===== config.mk =====
export PLATFORM = sky130hd
export DESIGN_NAME = dma_ctrl
export DESIGN_NICKNAME = d
export VERILOG_FILES = /design/src/pkg/dma_pkg.sv /design/src/rtl/dma_ctrl.sv /design/src/rtl/dma_reload_reg.sv
export SDC_FILE = /design/constraint.sdc
export NUM_CORES = 2
export LEC_CHECK = 0
export BUFFER_PORTS_ARGS = -buffer_cell sky130_fd_sc_hd__buf_2
export CORE_UTILIZATION = 50
export CTS_CLUSTER_DIAMETER = 50
export DETAILED_ROUTE_END_ITERATION = 10
export MAX_ROUTING_LAYER = met4
export PLACE_DENSITY = 0.67
export SETUP_SLACK_MARGIN = 0.02
export SYNTH_ARGS = -nofsm -noshare
export SYNTH_HDL_FRONTEND = slang
export SYNTH_SLANG_ARGS = --single-unit

===== constraint.sdc =====
create_clock -name core_clk -period 5.55 [get_ports core_clk]
set_input_delay 0.2775 -clock core_clk [delete_from_list [all_inputs] [get_ports core_clk]]
set_output_delay 0.2775 -clock core_clk [all_outputs]
set_load 0.05 [all_outputs]

===== src/pkg/dma_pkg.sv =====
/*
  Shared constants, types and register map of the four-channel DMA control block.
  Assumes a single bus clock domain and an AXI4-Lite register port with 32-bit data.
*/
package dma_pkg;
  localparam int NUM_CH = 4;
  localparam int AXI_AW = 8;
  localparam int CH_LSB = 5;
  localparam int OFF_W = 5;
  // Register offsets inside one channel window; channel n sits at n * 32'h20.
  localparam logic [OFF_W-1:0] OFF_SRC = 5'h00;
  localparam logic [OFF_W-1:0] OFF_DST = 5'h04;
  localparam logic [OFF_W-1:0] OFF_CNT = 5'h08;
  localparam logic [OFF_W-1:0] OFF_CTRL = 5'h0C;
  localparam logic [OFF_W-1:0] OFF_TRIG = 5'h10;
  // Fields of channel_control_reg.
  localparam int CB_EN = 0;
  localparam int CB_STG = 1;
  localparam int CB_ABORT = 2;
  localparam int CB_TC = 3;
  localparam int CB_BLOCK = 4;
  localparam int CB_FLYBY = 5;
  localparam int CB_SIZE = 6;
  // Fields of trigger_select_reg.
  localparam int TS_SEL_LSB = 0;
  localparam int TS_IDX_LSB = 4;
  localparam logic [1:0] TS_PIN = 2'h0;
  localparam logic [1:0] TS_PERIPH = 2'h1;
  localparam logic [1:0] TS_USB = 2'h2;
  // Transfer sizes.
  localparam logic [1:0] SIZE_8 = 2'h0;
  localparam logic [1:0] SIZE_16 = 2'h1;
  localparam logic [1:0] SIZE_32 = 2'h2;
  // Reset values.
  localparam logic [31:0] ADDR_RST = 32'h0000_0000;
  localparam logic [7:0] TRIG_RST = 8'h00;
  // Cycle figures and the wait counts derived from them.
  localparam int RESP_CLKS = 4;
  localparam int GAP_CLKS = 2;
  localparam int ACC_MIN_CLKS = 2;
  localparam logic [2:0] RESP_WAIT = 3'(RESP_CLKS - 1);
  localparam logic [2:0] GAP_WAIT = 3'(GAP_CLKS - 1);
  localparam logic [2:0] ACC_WAIT = 3'(ACC_MIN_CLKS - 1);
  // AXI responses.
  localparam logic [1:0] RESP_OKAY = 2'h0;
  localparam logic [1:0] RESP_SLVERR = 2'h2;

  typedef enum logic [4:0] {
    S_IDLE = 5'h01,
    S_RESP = 5'h02,
    S_READ = 5'h04,
    S_GAP = 5'h08,
    S_WRITE = 5'h10
  } dma_state_e;

  typedef struct packed {
    logic req;
    logic we;
    logic flyby;
    logic [1:0] size;
    logic [31:0] addr;
    logic [31:0] wdata;
  } mem_bus_s;
endpackage


===== src/rtl/dma_ctrl.sv =====
/*
  Four-channel DMA control: reload registers, start requests, transfer sequencing,
  terminal count, NMI interruption, forced termination and AXI4-Lite registers.
  Assumes request and NMI pins are asynchronous; memory bus and triggers share core_clk.
*/
`timescale 1ns/100ps
// Notes on behaviour
// - Writes between transfers update both master and working copies.
// - A transfer ends on terminal count or on a written abort bit.
// - Values written during a transfer move to working copies when it ends.
// - Writes before a transfer starts overwrite both copies; software checks start.
// - The active-low request pin is sampled as a level every clock.
// - Pin requests count only with enable set and terminal count clear.
// - Software trigger starts a transfer with enable set and count flag clear.
// - Selected peripheral interrupt starts a transfer when enabled and flag clear.
// - Selected USB request starts a transfer, in single mode only.
// - Terminal count pulses one clock, the clock after the cycle strobe.
// - Pulse at the write cycle start, or the flyby cycle start.
// - NMI clears every enable; acknowledged once the engine is idle after the current unit's write, with the transfer left unfinished.
// - The abort bit forcibly terminates that channel's transfer.
// - A request is answered no sooner than four clocks.
// - Accesses take at least two clocks; two clocks separate read and write.
// - Block mode pays the response time once, then repeats read, gap, write, or the write alone in flyby.
// - For 16 and 32-bit transfers the address LSB is forced to zero.
// - DMA holds off the CPU while it owns the bus.
// - During a transfer writes reach only the master; reads show the working copy.
// - Channel 0 has the highest priority and channel 3 the lowest.
// - Setting the terminal count flag raises the transfer-end interrupt.
module dma_ctrl
  import dma_pkg::*;
#(
  parameter int CNT_W = 16,
  parameter int NPERIPH = 8
) (
  // Clock and reset.
  input wire logic core_clk,
  input wire logic rstn,
  // AXI4-Lite register port.
  input wire logic s_axi_awvalid,
  output logic s_axi_awready,
  input wire logic [AXI_AW-1:0] s_axi_awaddr,
  input wire logic s_axi_wvalid,
  output logic s_axi_wready,
  input wire logic [31:0] s_axi_wdata,
  input wire logic [3:0] s_axi_wstrb,
  output logic s_axi_bvalid,
  input wire logic s_axi_bready,
  output logic [1:0] s_axi_bresp,
  input wire logic s_axi_arvalid,
  output logic s_axi_arready,
  input wire logic [AXI_AW-1:0] s_axi_araddr,
  output logic s_axi_rvalid,
  input wire logic s_axi_rready,
  output logic [31:0] s_axi_rdata,
  output logic [1:0] s_axi_rresp,
  // Channel pins.
  input wire logic [NUM_CH-1:0] xfer_request_pin_n,
  output logic [NUM_CH-1:0] xfer_ack_pin_n,
  output logic [NUM_CH-1:0] terminal_count_n,
  // Other start sources.
  input wire logic [NPERIPH-1:0] periph_irq,
  input wire logic usb_req,
  // NMI.
  input wire logic nmi_in,
  output logic nmi_ack,
  // System bus.
  output mem_bus_s mem_out,
  input wire logic [31:0] mem_rdata,
  input wire logic mem_ready,
  output logic bus_cycle_start_strobe_n,
  output logic cpu_hold,
  // Interrupt controller.
  output logic [NUM_CH-1:0] transfer_end_interrupt
);
  // Channel state.
  logic [NUM_CH-1:0] en_reg, stg_reg, tc_reg, block_reg, flyby_reg, run_reg, irq_reg;
  logic [1:0] size_reg [NUM_CH];
  logic [7:0] trig_reg [NUM_CH];
  logic [31:0] src_q [NUM_CH];
  logic [31:0] dst_q [NUM_CH];
  logic [CNT_W-1:0] cnt_q [NUM_CH];
  // Synchronisers.
  logic [NUM_CH-1:0] req_s1_reg, req_s2_reg;
  logic nmi_s1_reg, nmi_s2_reg, nmi_s3_reg, nmi_pend_reg, nmi_ack_reg;
  // Engine.
  dma_state_e state_reg;
  logic [1:0] cur_reg;
  logic [2:0] wait_reg;
  logic [31:0] data_reg;
  mem_bus_s mem_out_reg;
  logic strobe_n_reg, hold_reg;
  logic [NUM_CH-1:0] ack_n_reg, tc_n_reg;
  // AXI state.
  logic awready_reg, wready_reg, bvalid_reg, arready_reg, rvalid_reg;
  logic [AXI_AW-1:0] awaddr_reg;
  logic [31:0] wdata_reg, rdata_reg;
  logic [3:0] wstrb_reg;
  logic [1:0] bresp_reg, rresp_reg;
  // Combinational terms.
  logic wr_fire, wr_hit;
  logic [32:0] wr_cur;
  logic [31:0] wval, wmask;
  logic [7:0] act;
  logic [NUM_CH-1:0] wr_src, wr_dst, wr_cnt, wr_ctl, wr_trg;
  logic [NUM_CH-1:0] pend, accept, abort_wr, tc_set, end_ev, step;
  logic [1:0] grant;
  logic grant_ok, wait0, acc_done, last_cur, cont, flyc, wr_end, abort_cur, go_rd, go_wr, nmi_rise;

  function automatic logic [32:0] reg_read(input logic [AXI_AW-1:0] a);
    logic [1:0] c;
    logic [31:0] d;
    logic hit;
    c = a[CH_LSB +: 2];
    d = '0;
    hit = !a[AXI_AW-1];
    case (a[OFF_W-1:0])
      OFF_SRC: d = src_q[c];
      OFF_DST: d = dst_q[c];
      OFF_CNT: d = 32'(cnt_q[c]);
      OFF_CTRL:
      begin
        d[CB_EN] = en_reg[c];
        d[CB_STG] = stg_reg[c];
        d[CB_TC] = tc_reg[c];
        d[CB_BLOCK] = block_reg[c];
        d[CB_FLYBY] = flyby_reg[c];
        d[CB_SIZE +: 2] = size_reg[c];
      end
      OFF_TRIG: d = 32'(trig_reg[c]);
      default: hit = 1'b0;
    endcase
    return {hit, hit ? d : 32'h0000_0000};
  endfunction

  function automatic logic [31:0] align(input logic [31:0] a, input logic [1:0] sz);
    return (sz != SIZE_8) ? {a[31:1], 1'b0} : a;
  endfunction

  // Working and master copies of address and count, one set per channel.
  for (genvar i = 0; i < NUM_CH; i++)
  begin : g_ch
    dma_reload_reg #(.W(32)) u_src (
      .core_clk(core_clk), .rstn(rstn), .wr_en(wr_src[i]), .wr_data(wval),
      .running(run_reg[i]), .reload(end_ev[i]), .step(step[i]),
      .step_amt(32'h0000_0001 << size_reg[i]), .slave_q(src_q[i])
    );
    dma_reload_reg #(.W(32)) u_dst (
      .core_clk(core_clk), .rstn(rstn), .wr_en(wr_dst[i]), .wr_data(wval),
      .running(run_reg[i]), .reload(end_ev[i]), .step(step[i]),
      .step_amt(32'h0000_0001 << size_reg[i]), .slave_q(dst_q[i])
    );
    dma_reload_reg #(.W(CNT_W)) u_cnt (
      .core_clk(core_clk), .rstn(rstn), .wr_en(wr_cnt[i]), .wr_data(wval[CNT_W-1:0]),
      .running(run_reg[i]), .reload(end_ev[i]), .step(step[i]),
      .step_amt({CNT_W{1'b1}}), .slave_q(cnt_q[i])
    );
  end

  // Register write decode with byte strobes merged over the current value.
  always_comb
  begin
    wr_fire = !awready_reg && !wready_reg && !bvalid_reg;
    wr_cur = reg_read(awaddr_reg);
    wr_hit = wr_cur[32];
    for (int b = 0; b < 4; b++)
      wmask[b*8 +: 8] = {8{wstrb_reg[b]}};
    wval = (wr_cur[31:0] & ~wmask) | (wdata_reg & wmask);
    act = wdata_reg[7:0] & {8{wstrb_reg[0]}};
    for (int i = 0; i < NUM_CH; i++)
    begin
      logic sel;
      sel = wr_fire && wr_hit && (awaddr_reg[CH_LSB +: 2] == 2'(i));
      wr_src[i] = sel && (awaddr_reg[OFF_W-1:0] == OFF_SRC);
      wr_dst[i] = sel && (awaddr_reg[OFF_W-1:0] == OFF_DST);
      wr_cnt[i] = sel && (awaddr_reg[OFF_W-1:0] == OFF_CNT);
      wr_ctl[i] = sel && (awaddr_reg[OFF_W-1:0] == OFF_CTRL);
      wr_trg[i] = sel && (awaddr_reg[OFF_W-1:0] == OFF_TRIG);
      abort_wr[i] = wr_ctl[i] && act[CB_ABORT];
    end
  end

  // Start requests and fixed-priority arbitration.
  always_comb
  begin
    grant = 2'h0;
    grant_ok = 1'b0;
    for (int i = 0; i < NUM_CH; i++)
    begin
      logic hit;
      hit = 1'b0;
      case (trig_reg[i][TS_SEL_LSB +: 2])
        TS_PIN: hit = !req_s2_reg[i];
        TS_PERIPH: hit = periph_irq[trig_reg[i][TS_IDX_LSB +: 3]];
        TS_USB: hit = usb_req && !block_reg[i];
        default: hit = 1'b0;
      endcase
      pend[i] = en_reg[i] && !tc_reg[i] && (stg_reg[i] || hit);
    end
    for (int i = NUM_CH - 1; i >= 0; i--)
    begin
      if (pend[i])
      begin
        grant = 2'(i);
        grant_ok = 1'b1;
      end
    end
  end

  // Sequencing terms of the engine.
  always_comb
  begin
    wait0 = (wait_reg == 3'h0);
    acc_done = (state_reg == S_READ || state_reg == S_WRITE) && wait0 && mem_ready;
    last_cur = (cnt_q[cur_reg] <= CNT_W'(1));
    flyc = flyby_reg[cur_reg];
    abort_cur = (state_reg != S_IDLE) && abort_wr[cur_reg];
    wr_end = (state_reg == S_WRITE) && acc_done && !abort_cur;
    cont = block_reg[cur_reg] && en_reg[cur_reg] && !last_cur;
    go_rd = !abort_cur && (((state_reg == S_RESP) && wait0 && !flyc) || (wr_end && cont && !flyc));
    go_wr = !abort_cur && (((state_reg == S_RESP) && wait0 && flyc) ||
            ((state_reg == S_GAP) && wait0) || (wr_end && cont && flyc));
    for (int i = 0; i < NUM_CH; i++)
    begin
      accept[i] = (state_reg == S_IDLE) && grant_ok && (grant == 2'(i));
      step[i] = wr_end && (cur_reg == 2'(i));
      tc_set[i] = step[i] && last_cur;
      end_ev[i] = tc_set[i] || abort_wr[i];
    end
    nmi_rise = nmi_s2_reg && !nmi_s3_reg;
  end

  // Pin synchronisers.
  always_ff @(posedge core_clk)
  begin
    if (!rstn)
    begin
      req_s1_reg <= '1;
      req_s2_reg <= '1;
      nmi_s1_reg <= 1'b0;
      nmi_s2_reg <= 1'b0;
      nmi_s3_reg <= 1'b0;
    end
    else
    begin
      req_s1_reg <= xfer_request_pin_n;
      req_s2_reg <= req_s1_reg;
      nmi_s1_reg <= nmi_in;
      nmi_s2_reg <= nmi_s1_reg;
      nmi_s3_reg <= nmi_s2_reg;
    end
  end

  // NMI is acknowledged once the engine has gone idle.
  always_ff @(posedge core_clk)
  begin
    if (!rstn)
    begin
      nmi_pend_reg <= 1'b0;
      nmi_ack_reg <= 1'b0;
    end
    else
    begin
      nmi_ack_reg <= nmi_pend_reg && (state_reg == S_IDLE);
      if (nmi_pend_reg && (state_reg == S_IDLE))
        nmi_pend_reg <= 1'b0;
      if (nmi_rise)
        nmi_pend_reg <= 1'b1;
    end
  end

  // Channel control flags.
  always_ff @(posedge core_clk)
  begin
    if (!rstn)
    begin
      en_reg <= '0;
      stg_reg <= '0;
      tc_reg <= '0;
      block_reg <= '0;
      flyby_reg <= '0;
      run_reg <= '0;
      irq_reg <= '0;
      for (int i = 0; i < NUM_CH; i++)
      begin
        size_reg[i] <= SIZE_8;
        trig_reg[i] <= TRIG_RST;
      end
    end
    else
    begin
      for (int i = 0; i < NUM_CH; i++)
      begin
        irq_reg[i] <= tc_set[i];
        if (wr_ctl[i])
        begin
          en_reg[i] <= wval[CB_EN];
          block_reg[i] <= wval[CB_BLOCK];
          flyby_reg[i] <= wval[CB_FLYBY];
          size_reg[i] <= wval[CB_SIZE +: 2];
        end
        if (nmi_rise || abort_wr[i])
          en_reg[i] <= 1'b0;
        if (accept[i] || abort_wr[i])
          stg_reg[i] <= 1'b0;
        if (wr_ctl[i] && act[CB_STG])
          stg_reg[i] <= 1'b1;
        if (wr_ctl[i] && act[CB_TC])
          tc_reg[i] <= 1'b0;
        if (tc_set[i])
          tc_reg[i] <= 1'b1;
        if (accept[i])
          run_reg[i] <= 1'b1;
        if (end_ev[i])
          run_reg[i] <= 1'b0;
        if (wr_trg[i])
          trig_reg[i] <= wval[7:0];
      end
    end
  end

  // Transfer engine.
  always_ff @(posedge core_clk)
  begin
    if (!rstn)
    begin
      state_reg <= S_IDLE;
      cur_reg <= 2'h0;
      wait_reg <= 3'h0;
      data_reg <= 32'h0000_0000;
      mem_out_reg <= '0;
      strobe_n_reg <= 1'b1;
      hold_reg <= 1'b0;
      ack_n_reg <= '1;
      tc_n_reg <= '1;
    end
    else
    begin
      strobe_n_reg <= 1'b1;
      tc_n_reg <= '1;
      if (abort_cur)
      begin
        state_reg <= S_IDLE;
        mem_out_reg.req <= 1'b0;
        ack_n_reg <= '1;
        hold_reg <= 1'b0;
      end
      else if (go_rd || go_wr)
      begin
        state_reg <= go_wr ? S_WRITE : S_READ;
        wait_reg <= ACC_WAIT;
        strobe_n_reg <= 1'b0;
        mem_out_reg.req <= 1'b1;
        mem_out_reg.we <= go_wr && !flyc;
        mem_out_reg.flyby <= flyc;
        mem_out_reg.size <= size_reg[cur_reg];
        // A block transfer that chains from a write adds the step itself; the source working copy steps in the same clock.
        mem_out_reg.addr <= align((go_wr && !flyc) ? dst_q[cur_reg] : src_q[cur_reg] +
                                  (wr_end ? (32'h0000_0001 << size_reg[cur_reg]) : 32'h0000_0000),
                                  size_reg[cur_reg]);
        mem_out_reg.wdata <= data_reg;
        ack_n_reg[cur_reg] <= 1'b0;
      end
      else
      begin
        case (state_reg)
          S_IDLE:
            if (grant_ok)
            begin
              cur_reg <= grant;
              wait_reg <= RESP_WAIT;
              state_reg <= S_RESP;
              hold_reg <= 1'b1;
            end
          S_RESP, S_GAP:
            wait_reg <= wait_reg - 3'h1;
          S_READ:
            if (acc_done)
            begin
              data_reg <= mem_rdata;
              mem_out_reg.req <= 1'b0;
              wait_reg <= GAP_WAIT;
              state_reg <= S_GAP;
            end
            else if (!wait0)
              wait_reg <= wait_reg - 3'h1;
          S_WRITE:
          begin
            if (!strobe_n_reg && last_cur)
              tc_n_reg[cur_reg] <= 1'b0;
            if (acc_done)
            begin
              mem_out_reg.req <= 1'b0;
              ack_n_reg <= '1;
              state_reg <= S_IDLE;
              hold_reg <= 1'b0;
            end
            else if (!wait0)
              wait_reg <= wait_reg - 3'h1;
          end
          default:
            state_reg <= S_IDLE;
        endcase
      end
    end
  end

  // AXI4-Lite write channel; address and data are taken in either order.
  always_ff @(posedge core_clk)
  begin
    if (!rstn)
    begin
      awready_reg <= 1'b1;
      wready_reg <= 1'b1;
      bvalid_reg <= 1'b0;
      bresp_reg <= RESP_OKAY;
      awaddr_reg <= '0;
      wdata_reg <= 32'h0000_0000;
      wstrb_reg <= 4'h0;
    end
    else
    begin
      if (s_axi_awvalid && awready_reg)
      begin
        awaddr_reg <= s_axi_awaddr;
        awready_reg <= 1'b0;
      end
      if (s_axi_wvalid && wready_reg)
      begin
        wdata_reg <= s_axi_wdata;
        wstrb_reg <= s_axi_wstrb;
        wready_reg <= 1'b0;
      end
      if (wr_fire)
      begin
        bvalid_reg <= 1'b1;
        bresp_reg <= wr_hit ? RESP_OKAY : RESP_SLVERR;
      end
      if (bvalid_reg && s_axi_bready)
      begin
        bvalid_reg <= 1'b0;
        awready_reg <= 1'b1;
        wready_reg <= 1'b1;
      end
    end
  end

  // AXI4-Lite read channel; the answer follows the address by one clock.
  always_ff @(posedge core_clk)
  begin
    if (!rstn)
    begin
      arready_reg <= 1'b1;
      rvalid_reg <= 1'b0;
      rdata_reg <= 32'h0000_0000;
      rresp_reg <= RESP_OKAY;
    end
    else if (s_axi_arvalid && arready_reg)
    begin
      logic [32:0] rd;
      rd = reg_read(s_axi_araddr);
      arready_reg <= 1'b0;
      rvalid_reg <= 1'b1;
      rdata_reg <= rd[31:0];
      rresp_reg <= rd[32] ? RESP_OKAY : RESP_SLVERR;
    end
    else if (rvalid_reg && s_axi_rready)
    begin
      rvalid_reg <= 1'b0;
      arready_reg <= 1'b1;
    end
  end

  assign s_axi_awready = awready_reg;
  assign s_axi_wready = wready_reg;
  assign s_axi_bvalid = bvalid_reg;
  assign s_axi_bresp = bresp_reg;
  assign s_axi_arready = arready_reg;
  assign s_axi_rvalid = rvalid_reg;
  assign s_axi_rdata = rdata_reg;
  assign s_axi_rresp = rresp_reg;
  assign xfer_ack_pin_n = ack_n_reg;
  assign terminal_count_n = tc_n_reg;
  assign nmi_ack = nmi_ack_reg;
  assign mem_out = mem_out_reg;
  assign bus_cycle_start_strobe_n = strobe_n_reg;
  assign cpu_hold = hold_reg;
  assign transfer_end_interrupt = irq_reg;
endmodule // dma_ctrl


===== src/rtl/dma_reload_reg.sv =====
/*
  Two-stage master and working register for one address or count of a channel.
  Assumes the caller pulses reload at the end of a transfer and step after each unit written.
*/
`timescale 1ns/100ps
module dma_reload_reg
  import dma_pkg::*;
#(
  parameter int W = 32
) (
  // Clock and reset.
  input wire logic core_clk,
  input wire logic rstn,
  // Software write.
  input wire logic wr_en,
  input wire logic [W-1:0] wr_data,
  // Transfer control.
  input wire logic running,
  input wire logic reload,
  input wire logic step,
  input wire logic [W-1:0] step_amt,
  // Working copy.
  output logic [W-1:0] slave_q
);
  logic [W-1:0] master_reg;
  logic [W-1:0] slave_reg;

  // Both copies start equal.
  always_ff @(posedge core_clk)
  begin
    if (!rstn)
      master_reg <= W'(ADDR_RST);
    else if (wr_en)
      master_reg <= wr_data;
  end

  always_ff @(posedge core_clk)
  begin
    if (!rstn)
      slave_reg <= W'(ADDR_RST);
    else if (wr_en && !running)
      slave_reg <= wr_data;
    else if (reload)
      slave_reg <= master_reg;
    else if (step)
      slave_reg <= slave_reg + step_amt;
  end

  assign slave_q = slave_reg;
endmodule // dma_reload_reg


Word-level counts from Yosys, hierarchy flattened:

Memory sizes are Yosys's and may differ from the RTL's. A register that Yosys moved wholly into a read port is not among the register bits.
Cells that the tools add are included.

* bits in registers: 887
* latch bits: 0
* memory bits (writable): 40
* ROM bits: 0
* bits of input ports: 106
* output and inout bits: 125
* logic and storage cells: 599
* memories kept: 2

Memories
* trig_reg: words 4, bits a word 8, read ports 6, clocked after memory_dff 1, wr ports 4, RTL line dma_ctrl.sv:78 `logic [7:0] trig_reg [NUM_CH];`
* size_reg: words 4, bits a word 2, read ports 7, clocked after memory_dff 2, wr ports 4, RTL line dma_ctrl.sv:77 `logic [1:0] size_reg [NUM_CH];`

* add/subtract/negate cells: 14
* multipliers: 0
* div/mod/pow operators: 0
* $lt $le $gt $ge: 12
* equal/unequal tests: 38
* shift operators: 5
* muxes and demuxes: 214
* bitwise operators: 23
* reductions and logical operators: 210

Operators with widths (count)
* $mux W32: 40
* $bmux W32 S2: 6
* $add A32 B32 Y32: 9
* $mux W16: 18
* $shl A1 B2 Y32 const A: 5
* $pmux W24 S3: 2
* $logic_and A1 B1 Y1: 102
* $bmux W16 S2: 3
* $mux W1: 80
* $add A16 B16 Y16 const B: 4
* $and A32 B32 Y32: 2
* $pmux W5 S5: 2
* $reduce_bool A3 Y1: 12
* $mux W2: 16
* $mux W8: 4
* $not A32 Y32: 1
* $or A32 B32 Y32: 1
* $reduce_bool A2 Y1: 15
* $bmux W1 S2: 14
* $logic_not A1 Y1: 26
* $eq A5 B4 Y1 const B: 5
* $mux W5: 5
* $reduce_or A2 Y1: 12
* $logic_or A1 B1 Y1: 21
* other kinds (37): 111

Logic depth before layout (Yosys ltp):

* depth after elaboration: 21
* gate-level depth with buffers: 19
* gate-level depth less buffers: 17

Cells and area by module:

A second synthesis with hierarchy kept.

* cells, all modules: 7401
* area, all modules: 65281.4 µm²

By module, submodules not included
* dma_reload_reg at g_ch[0].u_dst ...: instances 8, cells each 537, area an instance 4493.1 µm², sequential area each 1281.2 µm²
* dma_ctrl: instances 1, cells each 1989, area an instance 19892.8 µm², sequential area each 6185.9 µm²
* dma_reload_reg at g_ch[0].u_cnt ...: instances 4, cells each 279, area an instance 2361.0 µm², sequential area each 640.6 µm²

Least setup slack after synthesis:

Ideal clock, no wire load.

* path kind: reg-to-reg
* start point: register cur_reg[1]
* end point: register mem_out_reg, in the netlist mem_out[63]
* library setup time: 70 ps
* arrival: 4515 ps
* required time: 5480 ps
* setup slack: 965 ps
* cell stages (with the launch flop): 17
* path buffers: 7
* clock period less this slack: 4585 ps
* cells stage by stage: dfxtp_1 > buf_2 > buf_4 > buf_2 > buf_2 > buf_2 > buf_2 > clkbuf_1 > mux4_2 > ha_1 > a21o_1 > a21oi_1 > nor4_2 > nand3_1 > or3_1 > a31o_2 > a21oi_1

* cells in the longest elaborated chain, start to end: 13
* elaborated cells on any way between the ends: 43
* classes of those cells: add/sub (1); order compare (1); mux (19); bitwise (2); reduce/logical (20)

RTL lines
* start: declaration: RTL line dma_ctrl.sv:87 `logic [1:0] cur_reg;`
* start signal: assignment: RTL line dma_ctrl.sv:369 `cur_reg <= grant;`
* $not A2 Y3 (implied by the code): RTL line dma_ctrl.sv:214, dma_ctrl.sv:357
* $bmux W16 S2: RTL line dma_ctrl.sv:214 `last_cur = (cnt_q[cur_reg] <= CNT_W'(1));`
* $mux W16 (implied by the code) (2 in a row): RTL line dma_ctrl.sv:214
* $le A16 B1 Y1: RTL line dma_ctrl.sv:214
* $logic_not A1 Y1: RTL line dma_ctrl.sv:218 `cont = block_reg[cur_reg] && en_reg[cur_reg] && !last_cur;`
* $logic_and A1 B1 Y1: RTL line dma_ctrl.sv:218
* $logic_and A1 B1 Y1: RTL line dma_ctrl.sv:219, dma_ctrl.sv:221
* $logic_and A1 B1 Y1, on equally long branches: RTL line dma_ctrl.sv:221, dma_ctrl.sv:219
* $logic_or A1 B1 Y1, on equally long branches: RTL line dma_ctrl.sv:221, dma_ctrl.sv:219
* $logic_and A1 B1 Y1, on equally long branches: RTL line dma_ctrl.sv:220, dma_ctrl.sv:219
* $logic_and A1 B1 Y1 or $logic_or A1 B1 Y1 (tied branches): RTL line dma_ctrl.sv:357, dma_ctrl.sv:347
* $mux W32 or $reduce_and A2 Y1 (tied branches)
* end: declaration: RTL line dma_ctrl.sv:90 `mem_bus_s mem_out_reg;`

Parallel ways exist; a longest one is shown, timed or not. The select of a mux whose other input is x is not followed.
A chain may end at the register's enable or synchronous reset.

Worst setup path after layout:

* start point: register awaddr_reg[0]
* end point: register mem_out_reg, in the netlist mem_out[63]

* cells in the longest elaborated chain, start to end: 18
* elaborated cells on any way between the ends: 39
* classes of those cells: add/sub (1); eq/ne (4); mux (5); bitwise (1); reduce/logical (28)

RTL lines
* start: declaration: RTL line dma_ctrl.sv:95 `logic [AXI_AW-1:0] awaddr_reg;`
* start signal: assignment: RTL line dma_ctrl.sv:424 `awaddr_reg <= s_axi_awaddr;`
* $eq A5 B3 Y1, or another cell as far along: RTL line dma_ctrl.sv:116 `case (a[OFF_W-1:0])`
* $reduce_or A5 Y1 (no line)
* $mux W1: RTL line dma_ctrl.sv:116
* $logic_and A1 B1 Y1 (2 in a row): RTL line dma_ctrl.sv:172 `sel = wr_fire && wr_hit && (awaddr_reg[CH_LSB +: 2] == 2'(i));`
* $logic_and A1 B1 Y1: RTL line dma_ctrl.sv:176 `wr_ctl[i] = sel && (awaddr_reg[OFF_W-1:0] == OFF_CTRL);`
* $logic_and A1 B1 Y1: RTL line dma_ctrl.sv:178 `abort_wr[i] = wr_ctl[i] && act[CB_ABORT];`
* $bmux W1 S2 (*): RTL line dma_ctrl.sv:216 `abort_cur = (state_reg != S_IDLE) && abort_wr[cur_reg];`
* $mux W1 (implied by the code) (*): RTL line dma_ctrl.sv:216
* $logic_and A1 B1 Y1 (*): RTL line dma_ctrl.sv:216
* parallel branches: the longest is 8 deep, another holds $add A32 B32 Y32

Mark *: on every way between the ends. The select of a mux whose other input is x is not followed.

==> results.json <==
{
  "antenna_found_initial": 13,
  "clock_power_share_pct": 54.3,
  "hold_viol": 0,
  "synth_top_area_share_pct": 33.5,
  "rrSetupSlack_ns": 0.79,
  "die_area_sq_um": 108000,
  "powerDensity_nw_per_um2": 280,
  "worst_pin_slew_ns": 1.55,
  "outcome": "complete, but fails checks",
  "grt_use_total_pct": 48.4,
  "hold_class": "in -> reg",
  "fin_crit_ns": 4.76,
  "dp_hpwl_mm": 185,
  "ys_async_sr_fraction_pct": 0,
  "p_int_mw": 12.9,
  "post_cts_buffers": 0,
  "drive_above_1_share_pct": 16.6,
  "cts_tree": "built",
  "worst-endpoint-required_ns": 6.25,
  "cellLeakagePower_nw": 21.2,
  "ctsResizeCount": 0,
  "finalPower_mw": 17.3,
  "ys_warn_count": 0,
  "clk_pin_slew_worst_paths_ns": 0.06,
  "yosys.area.top_type": "dfxtp_1",
  "nets": 6645,
  "num-fill-cells": 9418,
  "finalSetupViolations": 0,
  "switching_share_pct": 25.6,
  "place.port_buffers": 228,
  "drcViolationCount": 144,
  "rsz0062_at_grt": "false",
  "via_per_inst": 7.05,
  "grt_pass1_vias": 50500,
  "areaGrowthSynthToFinish_pct": 16.4,
  "vdd_ir_drop_max_mv": 0.254,
  "syn_inst": 6383,
  "gp_congestion": 1.08,
  "hold_depth": 4,
  "drtAntennaViolNets": 0,
  "wire_per_inst_microns": 32.5,
  "wl_mm": 260,
  "syn-cell-area_sq_um": 53200,
  "clk_path_buf_depth": 3,
  "cts.htree.levels": 4,
  "fin_hold_ws_ns": 0.102,
  "syn_avg_cell_area_sq_um": 8.33,
  "clock-sinks": 929,
  "grt_start_max_net_pins": 139,
  "fin_skew_ns": 0.0296,
  "firstDrtPassIters": 10,
  "cts_buffers": 137,
  "maxCapViolations": 3,
  "cp-end-kind": "register",
  "worstHoldStart": "s_axi_araddr[7]",
  "clk_latency_ns": 0.77,
  "holdPathEnd": "s_axi_rresp[1]$_SDFFE_PN0P_",
  "r2r-start": "awaddr_reg[0]$_SDFFE_PN0P_",
  "die_h_microns": 328,
  "slew_headroom_pct": -4.68,
  "maxSlewViolCount": 11,
  "final_util_pct": 58.7,
  "cp-start-kind": "register",
  "num_rows": 119,
  "violations": "design-rule violations, max-capacitance violations, max-slew violations",
  "grt_overflow": 0,
  "seq_area_frac_synth_pct": 35.7,
  "ys.flop_type": "dfxtp_1",
  "switching_power_mw": 4.44,
  "grt_first_pass_wirelength_mm": 366,
  "p_seq_share_pct": 39.6,
  "final_cell_area_sq_um": 61900,
  "die_w_microns": 328,
  "fmax_mhz": 210,
  "arrival_ns": 5.46,
  "ios": 231,
  "worstSetupPathType": "reg -> reg",
  "yosysUniqueCellTypes": 100,
  "critPathMaxFanout": 15,
  "synth-seq-cells": 929,
  "drt_iter0_drc": 9193,
  "r2r_end": "mem_out[63]$_SDFFE_PN0P_",
  "synth_edf_count": 40,
  "cts-root-buf": "clkbuf_16",
  "initial_core_util_pct": 50.4,
  "power_frac_comb_pct": 6.2,
  "r2r_cells": 14,
  "vias": 56500,
  "min_period_over_period_pct": 85.8,
  "placed_cell_area_sq_um": 56000,
  "synth_area_leaders": "dfxtp_1 33%, mux4_2 11%, nand2_1 5.5%",
  "core_sq_um": 105000,
  "fin_setup_tns_ns": 0
}
==> per-stage QoR <==
| step | setup slack, ns | std cells |
|---|---|---|
| finish | 0.785 | 8012 |
| global route | 0.554 | 8006 |
| CTS | 0.883 | 7993 |
| detailed placement | 0.920 | 7649 |
| global placement | 1.03 | 7649 |
| floorplan | 0.965 | 6384 |
==> critical path, stage by stage, from the launching register on <==
cell and delay, ns:
dfxtp_1 0.35, or3_1 0.59, or3_1 0.45, buf_4 0.23, or3_1 0.53, nand2_1 0.15
nor3b_1 0.07, ha_1 0.32, a21o_1 0.15, a21oi_1 0.22, nor4_2 0.66, nand3_1 0.25
or3_1 0.35, a31o_2 0.25, a21oi_1 0.11
==> routing by layer <==
metal / vias up / part of all wire, % / track usage [%]
met5: - / 0 / -
met3: 929 / 17 / 20.4
met4: 0 / 6.0 / 24.3
li1: 24100 / - / -
met2: 4603 / 40 / 65.1
met1: 26900 / 37 / 61.3
==> cells by family (layout without fill, tap and decap cells) <==
| group | count (synthesis) | after routing | synth area share, % |
|---|---|---|---|
| AND/OR/NAND/NOR | 2304 | 2304 | 19.7 |
| XOR/XNOR | 62 | 62 | 1.02 |
| adder cells (fa/ha/maj) | 51 | 51 | 1.33 |
| flip-flops | 929 | 929 | 35.7 |
| other | 1 | 21 | 0.00705 |
| buffers and inverters | 681 | 899 | 5.11 |
| AO/OA/AOI/OAI | 2027 | 2027 | 24.7 |
| multiplexers | 328 | 328 | 12.4 |
==> timing repair <==
item,in CTS,in global routing
endpoints found under the setup margin,0,0
hold buffers,91,0
hold endpoints to repair,114,0
==> synth_stat cells, types with 88 or more instances <==
library cell  count
dfxtp_1         889
nand2_1         782
nor2_1          731
a21oi_1         575
clkbuf_1        457
a211oi_1        379
o21ai_0         337
mux4_2          263
nand3_1         176
nor3_1          143
o22ai_1         123
and3_1           95
inv_1            88
==> layout make-up <==
type | count | area, sq um | share of cell area (%)
Multi-Input combinational cell | 4774 | 31800 | 51.4
Sequential cell | 929 | 19000 | 30.7
Timing Repair Buffer | 554 | 3970 | 6.41
Clock buffer | 174 | 3950 | 6.39
Tap cell | 1391 | 1740 | 2.81
Clock inverter | 79 | 970 | 1.57
Inverter | 92 | 353 | 0.570
Antenna cell | 19 | 47.5 | 0.0768
==> placed cells by master, fill, tap and decap left out, types with 56 or more instances in the layout <==
master         netlist  layout
a22oi_1             74      69
buf_4                9     225
nand2b_1            56      56
dfxtp_1            889     885
dlygate4sd3_1        0      91
and3_1              95      95
o22ai_1            123     123
nor3_1             143     141
clkbuf_16            0     148
nand3_1            176     176
nor2_1             731     707
mux4_2             263     263
a211oi_1           379     379
nand4_1             66      66
o211ai_1            67      67
buf_2               78     225
inv_1               88      87
nand2_1            782     779
o21ai_0            337     337
a21oi_1            575     572
a31oi_1             72      72
==> power groups by stage <==
stage	registers, mW	clock network, mW	logic (mW)
floorplan	6.97	0	0.551
global placement	7.00	0	0.955
detailed placement	7.00	0	0.959
CTS	6.86	9.41	1.01
global route	6.87	9.71	1.08
finish	6.87	9.41	1.07
==> how the worst max path moves through the flow <==
stage	startpoint	endpoint	slack (ns)	cells past startpoint
CTS	awaddr_reg[0]$_SDFFE_PN0P_	mem_out[63]$_SDFFE_PN0P_	0.88	14
floorplan	cur_reg[1]$_SDFFE_PN0P_	mem_out[63]$_SDFFE_PN0P_	0.96	16
global placement	awaddr_reg[0]$_SDFFE_PN0P_	mem_out[63]$_SDFFE_PN0P_	1.03	14
finish	awaddr_reg[0]$_SDFFE_PN0P_	mem_out[63]$_SDFFE_PN0P_	0.79	14
detailed placement	awaddr_reg[0]$_SDFFE_PN0P_	mem_out[63]$_SDFFE_PN0P_	0.92	14
global route	state_reg[2]$_SDFFE_PP0P_	mem_out[62]$_SDFFE_PN0P_	0.55	16
Note: power is estimated with default switching activity, not from simulation.
